**src/shared/rsrb_params.svh**
```systemverilog
`ifndef RSRB_PARAMS_SVH
`define RSRB_PARAMS_SVH

// ==========================================================================
// Register offsets on the plain register port.
`define RSRB_OFS_REG_CTRL     8'h2a
`define RSRB_OFS_REG_TIMER    8'h2b
`define RSRB_OFS_STRENGTH     8'h2c
`define RSRB_OFS_GAIN_CUT     8'h2d
`define RSRB_OFS_COMMAND      8'h3f

// ==========================================================================
// Field positions.
`define RSRB_CTRL_MODE_BIT    7
`define RSRB_CTRL_EXT_HI      6
`define RSRB_CTRL_EXT_LO      3
`define RSRB_CMD_DEFAULT_BIT  0
`define RSRB_CMD_CLR_STR_BIT  1

// ==========================================================================
// Reset values and code limits.
`define RSRB_BYTE_ZERO        8'h00
`define RSRB_NIB_ZERO         4'h0
`define RSRB_CODE_MAX         4'hf
`define RSRB_CODE_MIN_USED    4'h5

`endif

```
**src/shared/rsrb_pkg.sv**
```systemverilog
package rsrb_pkg;

  // ========================================================================
  // Types shared by the readback bank.

  // Running flags of the three protocol timers.
  typedef struct packed {
    logic gpt_run;
    logic nrt_run;
    logic mrt_run;
  } rsrb_timer_s;

  // Contributions to the second-stage gain cut of one channel.
  typedef struct packed {
    logic [3:0] cfg_cut;
    logic [3:0] squelch_cut;
    logic [3:0] agc_cut;
  } rsrb_gain_src_s;

  // One strength measurement from a demodulation channel.
  typedef struct packed {
    logic       valid;
    logic [3:0] code;
  } rsrb_strength_s;

  // One-hot clear kind for a cycle: none, set default or strength clear.
  typedef enum logic [2:0] {
    RSRB_ST_RUN     = 3'b001,
    RSRB_ST_DEFAULT = 3'b010,
    RSRB_ST_CLEAR   = 3'b100
  } rsrb_clr_e;

endpackage

```
**src/rsrb_gain_sum.sv**
```systemverilog
`timescale 1ns/1ps
`include "rsrb_params.svh"

// ==========================================================================
// Total second-stage gain cut of one channel, saturating at the top code.
module rsrb_gain_sum
  import rsrb_pkg::*;
(
  // Contributions.
  input  rsrb_gain_src_s src,
  // Combined cut, bit 3 most significant.
  output logic [3:0]     total
);

  logic [5:0] sum;   // Wide enough for three 4-bit terms.

  // Saturation keeps a large squelch from wrapping round to a small cut.
  always_comb begin
    sum = {2'b00, src.cfg_cut} + {2'b00, src.squelch_cut}
        + {2'b00, src.agc_cut};
    if (sum > {2'b00, `RSRB_CODE_MAX}) begin
      total = `RSRB_CODE_MAX;
    end else begin
      total = sum[3:0];
    end
  end

endmodule

```
**src/rsrb_peak_hold.sv**
```systemverilog
`timescale 1ns/1ps
`include "rsrb_params.svh"

// ==========================================================================
// Peak hold of one channel's signal-strength code.
module rsrb_peak_hold
  import rsrb_pkg::*;
#(
  parameter int W = 4
) (
  // Clock, reset and freeze.
  input  wire logic         clk,
  input  wire logic         rst_sync_n,
  input  wire logic         clk_en,
  // Measurement and clear.
  input  wire logic         sample_valid,
  input  wire logic [W-1:0] sample_code,
  input  wire logic         clear,
  // Held peak.
  output logic      [W-1:0] peak
);

  logic [W-1:0] peak_q;   // Largest code seen since the last clear.

  // A clear wins over a sample in the same cycle: the new message or the
  // command defines a fresh start, and the sample belongs to the old one.
  always_ff @(posedge clk or negedge rst_sync_n) begin
    if (!rst_sync_n) begin
      peak_q <= '0;
    end else if (clk_en) begin
      if (clear) begin
        peak_q <= '0;
      end else if (sample_valid && (sample_code > peak_q)) begin
        peak_q <= sample_code;
      end
    end
  end

  assign peak = peak_q;

endmodule

```
**src/rsrb_top.sv**
```systemverilog
// Behaviour
// - Regulator register bits 7:4 show voltage code
// - Code 1111 highest, 0101 lowest used
// - Bit 2 high while general timer counts
// - Bit 1 high while no-response timer active
// - Bit 0 high while mask-receive timer active
// - Strength bits 7:4 hold AM peak
// - Strength bits 3:0 hold PM peak
// - Peaks clear on message start, clear command
// - Strength code rises monotonically with input
// - Channel select bit picks strength for logic
// - Gain bits 7:4 total AM cut
// - Gain bits 3:0 total PM cut
// - Strength, gain zero at power-up, set-default (gain byte zero for one cycle only, then the live cut)
// - Mode bit picks adjusted or external code
//
// Chosen here: the strobed register port.
`timescale 1ns/1ps
`include "rsrb_params.svh"

// ==========================================================================
// Receiver status readback bank.
module rsrb_top
  import rsrb_pkg::*;
(
  // Clock, reset and freeze.
  input  wire logic       sys_clk,
  input  wire logic       rst_n,
  input  wire logic       clk_en,
  // Register port.
  input  wire logic [7:0] reg_addr,
  input  wire logic [7:0] reg_wdata,
  input  wire logic       reg_wr,
  input  wire logic       reg_rd,
  output logic      [7:0] reg_rdata,
  // Regulator adjustment result.
  input  wire logic [3:0] adj_code,
  // Protocol timers.
  input  rsrb_timer_s     timers,
  // Demodulation channel measurements.
  input  rsrb_strength_s  am_meas,
  input  rsrb_strength_s  pm_meas,
  input  wire logic       chan_pm_sel,
  // Gain cut contributions.
  input  rsrb_gain_src_s  am_gain_src,
  input  rsrb_gain_src_s  pm_gain_src,
  // Message and command events.
  input  wire logic       msg_start,
  input  wire logic       clr_strength_cmd,
  input  wire logic       set_default_cmd,
  // Status towards the receiver logic.
  output logic      [3:0] strength_for_logic,
  output logic      [3:0] reg_code,
  output logic            reg_code_used
);

  // ========================================================================
  // Reset synchroniser.

  logic rst_meta_q;   // First stage, read only by the second.
  logic rst_sync_q;   // Released reset used everywhere else.

  // Assert at once, release after two edges so no flop sees a runt edge.
  always_ff @(posedge sys_clk or negedge rst_n) begin
    if (!rst_n) begin
      rst_meta_q <= 1'b0;
      rst_sync_q <= 1'b0;
    end else begin
      rst_meta_q <= 1'b1;
      rst_sync_q <= rst_meta_q;
    end
  end

  // ========================================================================
  // Command decode.

  logic       wr_ctrl;       // Write to the regulator control register.
  logic       wr_cmd;        // Write to the command register.
  logic       sw_default;    // Software set-default pulse.
  logic       sw_clr_str;    // Software clear-strength pulse.
  logic       do_default;    // Set default from either source.
  logic       do_clr_peak;   // Anything that empties the peak holders.
  rsrb_clr_e  clr_state;     // Which clear applies this cycle.

  // Only the control and command offsets accept writes; the three
  // readback offsets take no write path at all.
  always_comb begin
    wr_ctrl = reg_wr && (reg_addr == `RSRB_OFS_REG_CTRL);
    wr_cmd  = reg_wr && (reg_addr == `RSRB_OFS_COMMAND);
    sw_default = wr_cmd && reg_wdata[`RSRB_CMD_DEFAULT_BIT];
    sw_clr_str = wr_cmd && reg_wdata[`RSRB_CMD_CLR_STR_BIT];
    do_default = set_default_cmd || sw_default;
  end

  // Set default outranks the strength clear since it clears more.
  always_comb begin
    if (do_default) begin
      clr_state = RSRB_ST_DEFAULT;
    end else if (msg_start || clr_strength_cmd || sw_clr_str) begin
      clr_state = RSRB_ST_CLEAR;
    end else begin
      clr_state = RSRB_ST_RUN;
    end
  end

  // Peaks empty on either clear kind.
  always_comb begin
    case (clr_state)
      RSRB_ST_DEFAULT: do_clr_peak = 1'b1;
      RSRB_ST_CLEAR:   do_clr_peak = 1'b1;
      RSRB_ST_RUN:     do_clr_peak = 1'b0;
      default:         do_clr_peak = 1'b1;
    endcase
  end

  // ========================================================================
  // Regulator control register.

  logic       reg_mode_q;   // 0: adjustment result, 1: external code.
  logic [3:0] ext_code_q;   // Externally defined regulator code.

  // Software steers the regulator code source here; set default
  // returns the bank to adjustment mode.
  always_ff @(posedge sys_clk or negedge rst_sync_q) begin
    if (!rst_sync_q) begin
      reg_mode_q <= 1'b0;
      ext_code_q <= `RSRB_NIB_ZERO;
    end else if (clk_en) begin
      if (do_default) begin
        reg_mode_q <= 1'b0;
        ext_code_q <= `RSRB_NIB_ZERO;
      end else if (wr_ctrl) begin
        reg_mode_q <= reg_wdata[`RSRB_CTRL_MODE_BIT];
        ext_code_q <= reg_wdata[`RSRB_CTRL_EXT_HI:`RSRB_CTRL_EXT_LO];
      end
    end
  end

  // ========================================================================
  // Regulator and timer readback.

  logic [3:0]  reg_code_q;   // Regulator code currently in effect.
  rsrb_timer_s timer_q;      // Registered timer running flags.

  // The code in effect follows the selected source every cycle.
  always_ff @(posedge sys_clk or negedge rst_sync_q) begin
    if (!rst_sync_q) begin
      reg_code_q <= `RSRB_NIB_ZERO;
    end else if (clk_en) begin
      if (reg_mode_q) begin
        reg_code_q <= ext_code_q;
      end else begin
        reg_code_q <= adj_code;
      end
    end
  end

  // Timer flags are level copies; they lag the timers by one cycle.
  always_ff @(posedge sys_clk or negedge rst_sync_q) begin
    if (!rst_sync_q) begin
      timer_q <= '0;
    end else if (clk_en) begin
      timer_q <= timers;
    end
  end

  // Codes from 0101 up are the used levels, 1111 the highest; anything
  // below is flagged so the regulator logic can refuse it.
  always_comb begin
    reg_code      = reg_code_q;
    reg_code_used = (reg_code_q >= `RSRB_CODE_MIN_USED);
  end

  // ========================================================================
  // Signal-strength peaks.

  logic [3:0] am_peak;   // AM channel peak.
  logic [3:0] pm_peak;   // PM channel peak.

  // Codes are compared as unsigned numbers, which is only right because
  // the code grows monotonically with input level.
  rsrb_peak_hold #(
    .W (4)
  ) u_am_peak (
    .clk          (sys_clk),
    .rst_sync_n   (rst_sync_q),
    .clk_en       (clk_en),
    .sample_valid (am_meas.valid),
    .sample_code  (am_meas.code),
    .clear        (do_clr_peak),
    .peak         (am_peak)
  );

  rsrb_peak_hold #(
    .W (4)
  ) u_pm_peak (
    .clk          (sys_clk),
    .rst_sync_n   (rst_sync_q),
    .clk_en       (clk_en),
    .sample_valid (pm_meas.valid),
    .sample_code  (pm_meas.code),
    .clear        (do_clr_peak),
    .peak         (pm_peak)
  );

  logic [3:0] sel_strength_q;   // Strength handed to internal logic.

  // The channel select picks which peak the receiver logic uses.
  always_ff @(posedge sys_clk or negedge rst_sync_q) begin
    if (!rst_sync_q) begin
      sel_strength_q <= `RSRB_NIB_ZERO;
    end else if (clk_en) begin
      if (chan_pm_sel) begin
        sel_strength_q <= pm_peak;
      end else begin
        sel_strength_q <= am_peak;
      end
    end
  end

  assign strength_for_logic = sel_strength_q;

  // ========================================================================
  // Gain cut readback.

  logic [3:0] am_cut;     // Combined AM cut.
  logic [3:0] pm_cut;     // Combined PM cut.
  logic [7:0] gain_q;     // Registered gain cut byte.

  rsrb_gain_sum u_am_cut (
    .src   (am_gain_src),
    .total (am_cut)
  );

  rsrb_gain_sum u_pm_cut (
    .src   (pm_gain_src),
    .total (pm_cut)
  );

  // Set default holds the byte at zero for its cycle; afterwards the
  // live cut reappears, since the cut is state of the AGC, not of us.
  always_ff @(posedge sys_clk or negedge rst_sync_q) begin
    if (!rst_sync_q) begin
      gain_q <= `RSRB_BYTE_ZERO;
    end else if (clk_en) begin
      if (do_default) begin
        gain_q <= `RSRB_BYTE_ZERO;
      end else begin
        gain_q <= {am_cut, pm_cut};
      end
    end
  end

  // ========================================================================
  // Read path.

  logic [7:0] rd_mux;      // Byte selected by the read address.
  logic [7:0] rdata_q;     // Read data, valid the cycle after the strobe.

  // Unmapped offsets and the write-only command register read as zero.
  always_comb begin
    case (reg_addr)
      `RSRB_OFS_REG_CTRL: begin
        rd_mux = {reg_mode_q, ext_code_q, 3'b000};
      end
      `RSRB_OFS_REG_TIMER: begin
        rd_mux = {reg_code_q, 1'b0, timer_q.gpt_run,
                  timer_q.nrt_run, timer_q.mrt_run};
      end
      `RSRB_OFS_STRENGTH: begin
        rd_mux = {am_peak, pm_peak};
      end
      `RSRB_OFS_GAIN_CUT: begin
        rd_mux = gain_q;
      end
      default: begin
        rd_mux = `RSRB_BYTE_ZERO;
      end
    endcase
  end

  // Read data is held until the next read, but only the cycle after the
  // strobe is promised to the master.
  always_ff @(posedge sys_clk or negedge rst_sync_q) begin
    if (!rst_sync_q) begin
      rdata_q <= `RSRB_BYTE_ZERO;
    end else if (clk_en) begin
      if (reg_rd) begin
        rdata_q <= rd_mux;
      end
    end
  end

  assign reg_rdata = rdata_q;

endmodule

```
**config.mk**
```make
export PLATFORM = sky130hd
export DESIGN_NAME = rsrb_top
export DESIGN_NICKNAME = d
export VERILOG_FILES = /design/src/shared/rsrb_pkg.sv /design/src/rsrb_gain_sum.sv /design/src/rsrb_peak_hold.sv /design/src/rsrb_top.sv
export VERILOG_INCLUDE_DIRS = /design/src /design/src/shared
export SDC_FILE = /design/constraint.sdc
export NUM_CORES = 1
export LEC_CHECK = 0
export ABC_AREA = 0
export ABC_CLOCK_PERIOD_IN_PS = 1690
export BUFFER_PORTS_ARGS = -buffer_cell sky130_fd_sc_hd__buf_2
export CAP_MARGIN = 15
export CELL_PAD_IN_SITES_DETAIL_PLACEMENT = 0
export CELL_PAD_IN_SITES_GLOBAL_PLACEMENT = 2
export CORE_MARGIN = 1
export CORE_UTILIZATION = 31
export CTS_CLUSTER_SIZE = 8
export DETAILED_ROUTE_END_ITERATION = 8
export MAX_ROUTING_LAYER = met4
export PLACE_DENSITY = 0.85
export SYNTH_ARGS = -nofsm -noshare
export SYNTH_HDL_FRONTEND = slang
export SYNTH_SLANG_ARGS = --single-unit
```
**constraint.sdc**
```tcl
create_clock -name sys_clk -period 1.69 [get_ports sys_clk]
set_input_delay 0.0845 -clock sys_clk [delete_from_list [all_inputs] [get_ports sys_clk]]
set_output_delay 0.0845 -clock sys_clk [all_outputs]
set_load 0.05 [all_outputs]
```
==> impl_metrics.toml, run 1 <==
[status]
outcome = "finished with violations"
violations = "negative setup slack"

[synth]
synth_nets = 373
synth_cells = 278
async_reset_ff_share_pct = 100.0
synth_xor_area_share_pct = 2.204
yosysSeqAreaShare_pct = 37.79
synth_edf_count = 0
synth.area.mux_share_pct = 5.533
netlist_area_um2 = 2781
netlist.top_cell.by_area = "dfrtp_1"
synth_compound_area_share_pct = 21.95
synth_top_cell_area_share_pct = 37.79
syn_area_per_cell_um2 = 10.01
synthTopCellsByArea = "dfrtp_1, ha_1, a22o_1"
yosys_warnings = 0
synth_top_flop_cell = "dfrtp_1"
ys_types = 52
synth-adder-area-share_pct = 14.13
ys_seq_elements = 42
synth-simple-area-share_pct = 13.32
synth_top_family_by_area = "compound AO/OA/AOI/OAI gates"

[place]
placed_cell_area_um2 = 3492
dp_hpwl_um = 5627
dpl.cell_count = 478
pre_cts_slack_ns = -0.4678
place.gp.congestion = 0.8081
io_buffers = 81

[final_layout]
drive_gt1_share_pct = 40.16
finish.utilization_pct = 43.76
diodes = 0
regArea_um2 = 1051
multi_input_area_um2 = 1779
final_nets = 480
fin_area_um2 = 3816
mostFrequentLayoutCells = "buf_2, dfrtp_1, buf_4"
syn2layout_area_growth_pct = 37.20
final_common_cell = "buf_2"
nFillCells = 835
instances_no_fill = 494

[worst_setup_path]
worstPathArrival_ns = 1.99
regToRegSetupSlack_ns = 0.09
critPathKind = "in2reg"
regToRegEndpoint = "u_pm_peak.peak[2]"
worst_setup_path_end_kind = "register"
path_max_fanout = 3
required_ns = 1.86
reg2reg_depth = 7
r2r_start = "u_pm_peak.peak[1]"
cp-start-kind = "input port"

[drt]
top_layer_used = "met4"
routed-wl-met2_um = 3536
wl_per_cell_um = 14.57
wl_met3_um = 371
drtIter0Drc = 65
final_antenna_net_count = 0
avgViaCountPerCell = 5.008
route.vias.total = 2474
drtPass1Iterations = 4
drt-met1-wl_um = 3207
routed_wl_um = 7199
route.detailed.drc = 0

[sta]
fin_tns_setup_ns = -0.4566
finalClockSkew_ns = 0.008109
slew_viol_final = 0
fin_crit_sh_pct = 107.4
timing.fmax_ghz = 0.5512
relSlewSlack_pct = 65.95
worst_pin_slew_ns = 0.5108
hold_ws_ns = 0.003651
fin_crit_ns = 1.814
grt_setup_unrepaired = "true"
finalSetupViolations = 7
finalWorstSetupSlack_ns = -0.1243
final-hold-violation-count = 0

[die]
num_rows = 34
floorplan.initialDensity_pct = 31.89
die_h_um = 96.72
coreArea_um2 = 8721
boundaryPins = 83
die_area_um2 = 9355
die_x_um = 96.72

[power_and_ir_drop]
power_mw = 2.813
power.density_nw_per_um2 = 737.1
vdd_drop_max_mv = 0.3864
leakage_nw = 1.807

[clock_tree]
cts_made_buffers = 5
cts_tree = "done"
cts.sinks = 42
clkLatencyLatePin_ns = 0.29
clockBufferDepth = 2
root_buffer = "clkbuf_8"
h-tree-depth = 2
clkTransAtPathRegs_ns = 0.08

[flow_run]
max-cap-violations = 0

[grt]
antenna_found_initial = 0
grt_max_degree = 41
grt.overflow.total = 0
grt_pass1_wl_um = 11730
grt_pass1_vias = 2456
grt_use_total_pct = 15.74

[min_path]
min_path_cells = 2
hold_start = "reg_wdata[7]"
hold_end = "reg_mode_q"
worst_hold_path_type = "in2reg"
==> where the power goes <==
| part | internal [mW] | switching, mW | total, mW |
|---|---|---|---|
| sequential | 1.07 | 0.0415 | 1.11 |
| combinational | 0.437 | 0.474 | 0.911 |
| clock | 0.441 | 0.351 | 0.793 |
| total | 1.95 | 0.867 | 2.81 |
==> synth_stat cells, types with 2 or more instances <==
cell       instances
nand3_1            4
xnor2_1            5
nand2_1           10
fa_1               4
nand2_2            2
inv_1             23
ha_1              25
a21o_1             4
dfrtp_1           42
o21ai_0            8
buf_2              5
o211ai_1           3
nor3_1             6
a221oi_1           2
o2bb2ai_1          5
a22o_1            19
a21boi_1           2
a21oi_1           20
and2_1             3
nor2_1            17
mux2i_1           12
xor2_1             2
o21ai_1            4
nand2b_1           4
mux2_2             3
a22oi_1            3
a31oi_1            5
nor3b_1            5
nand4_1            2
buf_1              3
nor2b_1            4
a32o_1             2
==> state kept, by name, indices dropped and copies added, names as in the netlist <==
| signal | flops |
|---|---|
| reg_rdata | 8 |
| u_pm_peak.peak | 4 |
| rst_meta_q | 1 |
| u_am_peak.peak | 4 |
| rst_sync_q | 1 |
| strength_for_logic | 4 |
| timer_q | 3 |
| ext_code_q | 4 |
| gain_q | 8 |
| reg_mode_q | 1 |
| reg_code | 4 |
==> area by class of cell <==
cell class,instances,share of cell area (%)
Inverter,23,2.262
Tap cell,108,3.541
Timing Repair Buffer,110,17.15
Clock buffer,6,1.902
Multi-Input combinational cell,203,46.62
Sequential cell,42,27.54
Clock inverter,2,0.9836
==> cells by family (layout without fill, tap and decap cells) <==
family | after synthesis | after routing
compound gates | 86 | 86
simple gates | 65 | 65
flops | 42 | 42
buf+inv | 33 | 141
fa+ha+maj | 29 | 29
mux | 15 | 15
xor+xnor | 7 | 7
other cells | 1 | 1
==> per-layer routing <==
metal / track usage, % / vias to the layer above
met5: - / -
met4: 3.904 / 0
met3: 3.324 / 10
met2: 25.30 / 62
met1: 20.28 / 1167
li1: - / 1235
==> worst max path at each step <==
| stage | from | endpoint |
|---|---|---|
| 2_1_floorplan | pm_gain_src[4] | gain_q[1] |
| 4_1_cts | am_gain_src[4] | gain_q[6] |
| 6_report | am_gain_src[4] | gain_q[5] |
| 3_3_place_gp | pm_gain_src[4] | gain_q[1] |
| 5_1_grt | am_gain_src[4] | gain_q[5] |
| 3_5_place_dp | am_gain_src[4] | gain_q[5] |
==> timing repair <==
action / in CTS / in global routing
endpoints found under the hold margin: 2 / 0
hold buffers: 1 / 0
resized for setup: 12 / 14
buffers inserted: 4 / 3
pin swaps: 13 / 12
endpoints found under the setup margin: 12 / 16
==> critical path: stages <==
cell       delay (ns)
buf_8            0.10
ha_4             0.15
inv_2            0.05
fa_2             0.44
fa_2             0.38
nor2b_4          0.17
o2111a_1         0.26
mux2i_4          0.10
nor3b_2          0.18
o2bb2ai_1        0.07
(Power assumes the default switching activity.)
==> inputs of run 2 (changes only) <==
--- a/config.mk
+++ b/config.mk
@@ -8,14 +8,14 @@
 export LEC_CHECK = 0
 export ABC_AREA = 0
 export ABC_CLOCK_PERIOD_IN_PS = 1690
-export BUFFER_PORTS_ARGS = -buffer_cell sky130_fd_sc_hd__buf_2
 export CAP_MARGIN = 15
 export CELL_PAD_IN_SITES_DETAIL_PLACEMENT = 0
 export CELL_PAD_IN_SITES_GLOBAL_PLACEMENT = 2
 export CORE_MARGIN = 1
-export CORE_UTILIZATION = 31
+export CORE_UTILIZATION = 38
 export CTS_CLUSTER_SIZE = 8
 export DETAILED_ROUTE_END_ITERATION = 8
+export DONT_BUFFER_PORTS = 1
 export MAX_ROUTING_LAYER = met4
 export PLACE_DENSITY = 0.85
 export SYNTH_ARGS = -nofsm -noshare
==> run 2 against run 1 <==
The run now ends clean. Fmax up 9.8%. Core utilization up 6.0 points. Non-clock buffer count down 65. Critical path type unchanged. Highest routed layer unchanged.
==> impl_metrics.toml, run 2 (synthesis gave the netlist of run 1 again) <==
[drt]
drtIter0Drc = 78
routed_wl_um = 6878
final_antenna_net_count = 0
wl_per_cell_um = 16.53
route.detailed.drc = 0
drtPass1Iterations = 4
avgViaCountPerCell = 5.522
route.vias.total = 2297

[worst_setup_path]
r2r_start = "u_pm_peak.peak[1]"
worstPathArrival_ns = 1.83
required_ns = 1.87
regToRegSetupSlack_ns = 0.10
worst_setup_path_end_kind = "register"
reg2reg_depth = 7
critPathKind = "in2reg"
path_max_fanout = 3
cp-start-kind = "input port"
regToRegEndpoint = "u_pm_peak.peak[2]"

[sta]
fin_crit_sh_pct = 97.81
hold_ws_ns = 0.01103
slew_viol_final = 0
finalSetupViolations = 0
relSlewSlack_pct = 42.63
fin_tns_setup_ns = 0
final-hold-violation-count = 0
finalClockSkew_ns = 0.005655
fin_crit_ns = 1.653
worst_pin_slew_ns = 0.8577
timing.fmax_ghz = 0.6050
grt_setup_unrepaired = "true"

[place]
dpl.cell_count = 387
placed_cell_area_um2 = 3087
place.gp.congestion = 0.7416
dp_hpwl_um = 5136
io_buffers = 0

[final_layout]
instances_no_fill = 416
fin_area_um2 = 3456
diodes = 0
mostFrequentLayoutCells = "dfrtp_1, buf_4, ha_1"
drive_gt1_share_pct = 20.31
syn2layout_area_growth_pct = 24.25
final_common_cell = "dfrtp_1"
final_nets = 415

[grt]
grt.overflow.total = 0
grt_use_total_pct = 18.62
antenna_found_initial = 0
grt_pass1_wl_um = 10650
grt_pass1_vias = 2230
grt_max_degree = 41

[flow_run]
max-cap-violations = 0

[clock_tree]
clkLatencyLatePin_ns = 0.30
h-tree-depth = 2
root_buffer = "clkbuf_8"
cts_tree = "done"
clockBufferDepth = 2
cts.sinks = 42
clkTransAtPathRegs_ns = 0.07
cts_made_buffers = 5

[power_and_ir_drop]
leakage_nw = 1.519
vdd_drop_max_mv = 0.3013
power.density_nw_per_um2 = 721.6

[die]
die_x_um = 87.56
floorplan.initialDensity_pct = 40.05
die_h_um = 87.56
coreArea_um2 = 6944
num_rows = 30
die_area_um2 = 7666
boundaryPins = 83

[status]
outcome = "complete, no violations"

[min_path]
worst_hold_path_type = "in2async"
==> run 2: cell types whose count changed in the layout (fill, tap and decap cells not counted), sizes merged <==
cell / previous run / this run
dlygate4sd3: 1 / 20
clkinvlp: 1 / 0
buf: 109 / 25
clkbuf: 6 / 7
bufinv: 1 / 0
==> run 2: power breakdown <==
part	internal (mW)	leakage, nW	switching, mW
Combinational	0.372	0.938	0.366
Clock	0.285	0.0383	0.328
Sequential	1.07	0.543	0.0770
Total	1.72	1.52	0.770
==> run 2: routing by layer <==
metal	vias to the layer above	track usage (%)	part of all wire, %
li1	1103	-	-
met4	0	4.620	1.2
met2	70	29.55	47
met5	-	-	0
met3	11	3.864	5.2
met1	1113	24.35	46
==> run 2: through the flow <==
| stage | util [%] | power [mW] | setup slack, ns |
|---|---|---|---|
| floorplan | - | 1.633 | -0.1943 |
| global placement | 44.45 | 1.770 | -0.2519 |
| detailed placement | 44.45 | 1.783 | -0.3456 |
| CTS | 48.65 | 2.458 | 0.001427 |
| global route | 49.77 | 2.646 | -0.06652 |
| finish | 49.77 | 2.494 | 0.03697 |
==> run 2: worst max path at each step <==
| stage | from | to | cells after the start |
|---|---|---|---|
| 2_1_floorplan | pm_gain_src[4] | gain_q[1] | 10 |
| 3_3_place_gp | pm_gain_src[4] | gain_q[1] | 10 |
| 3_5_place_dp | pm_gain_src[4] | gain_q[1] | 10 |
| 4_1_cts | pm_gain_src[4] | gain_q[1] | 10 |
| 5_1_grt | am_gain_src[4] | gain_q[7] | 10 |
| 6_report | am_gain_src[4] | gain_q[7] | 10 |
==> run 2: what timing repair did <==
item                                   CTS  global route
hold buffers                            20             0
setup endpoints to repair                1            16
buffers inserted                         2             0
pin swaps                                4             8
endpoints found under the hold margin   33             0
resized for setup                        0            15
==> run 2: cell type report <==
type | count | area [um^2]
clock buffer | 7 | 76.32
tap | 96 | 120.1
fill | 668 | 3488
inverter | 23 | 86.33
multi-input combinational | 203 | 1734
timing repair buffer | 45 | 387.9
sequential | 42 | 1051
==> run 2: critical path, stage by stage <==
cell and delay (ns):
ha_4 0.11, inv_2 0.03, fa_2 0.53, inv_1 0.05, ha_1 0.27, nand3_1 0.13, a2111oi_2 0.32, a31oi_1 0.06
nor3_1 0.15, o2bb2ai_1 0.09
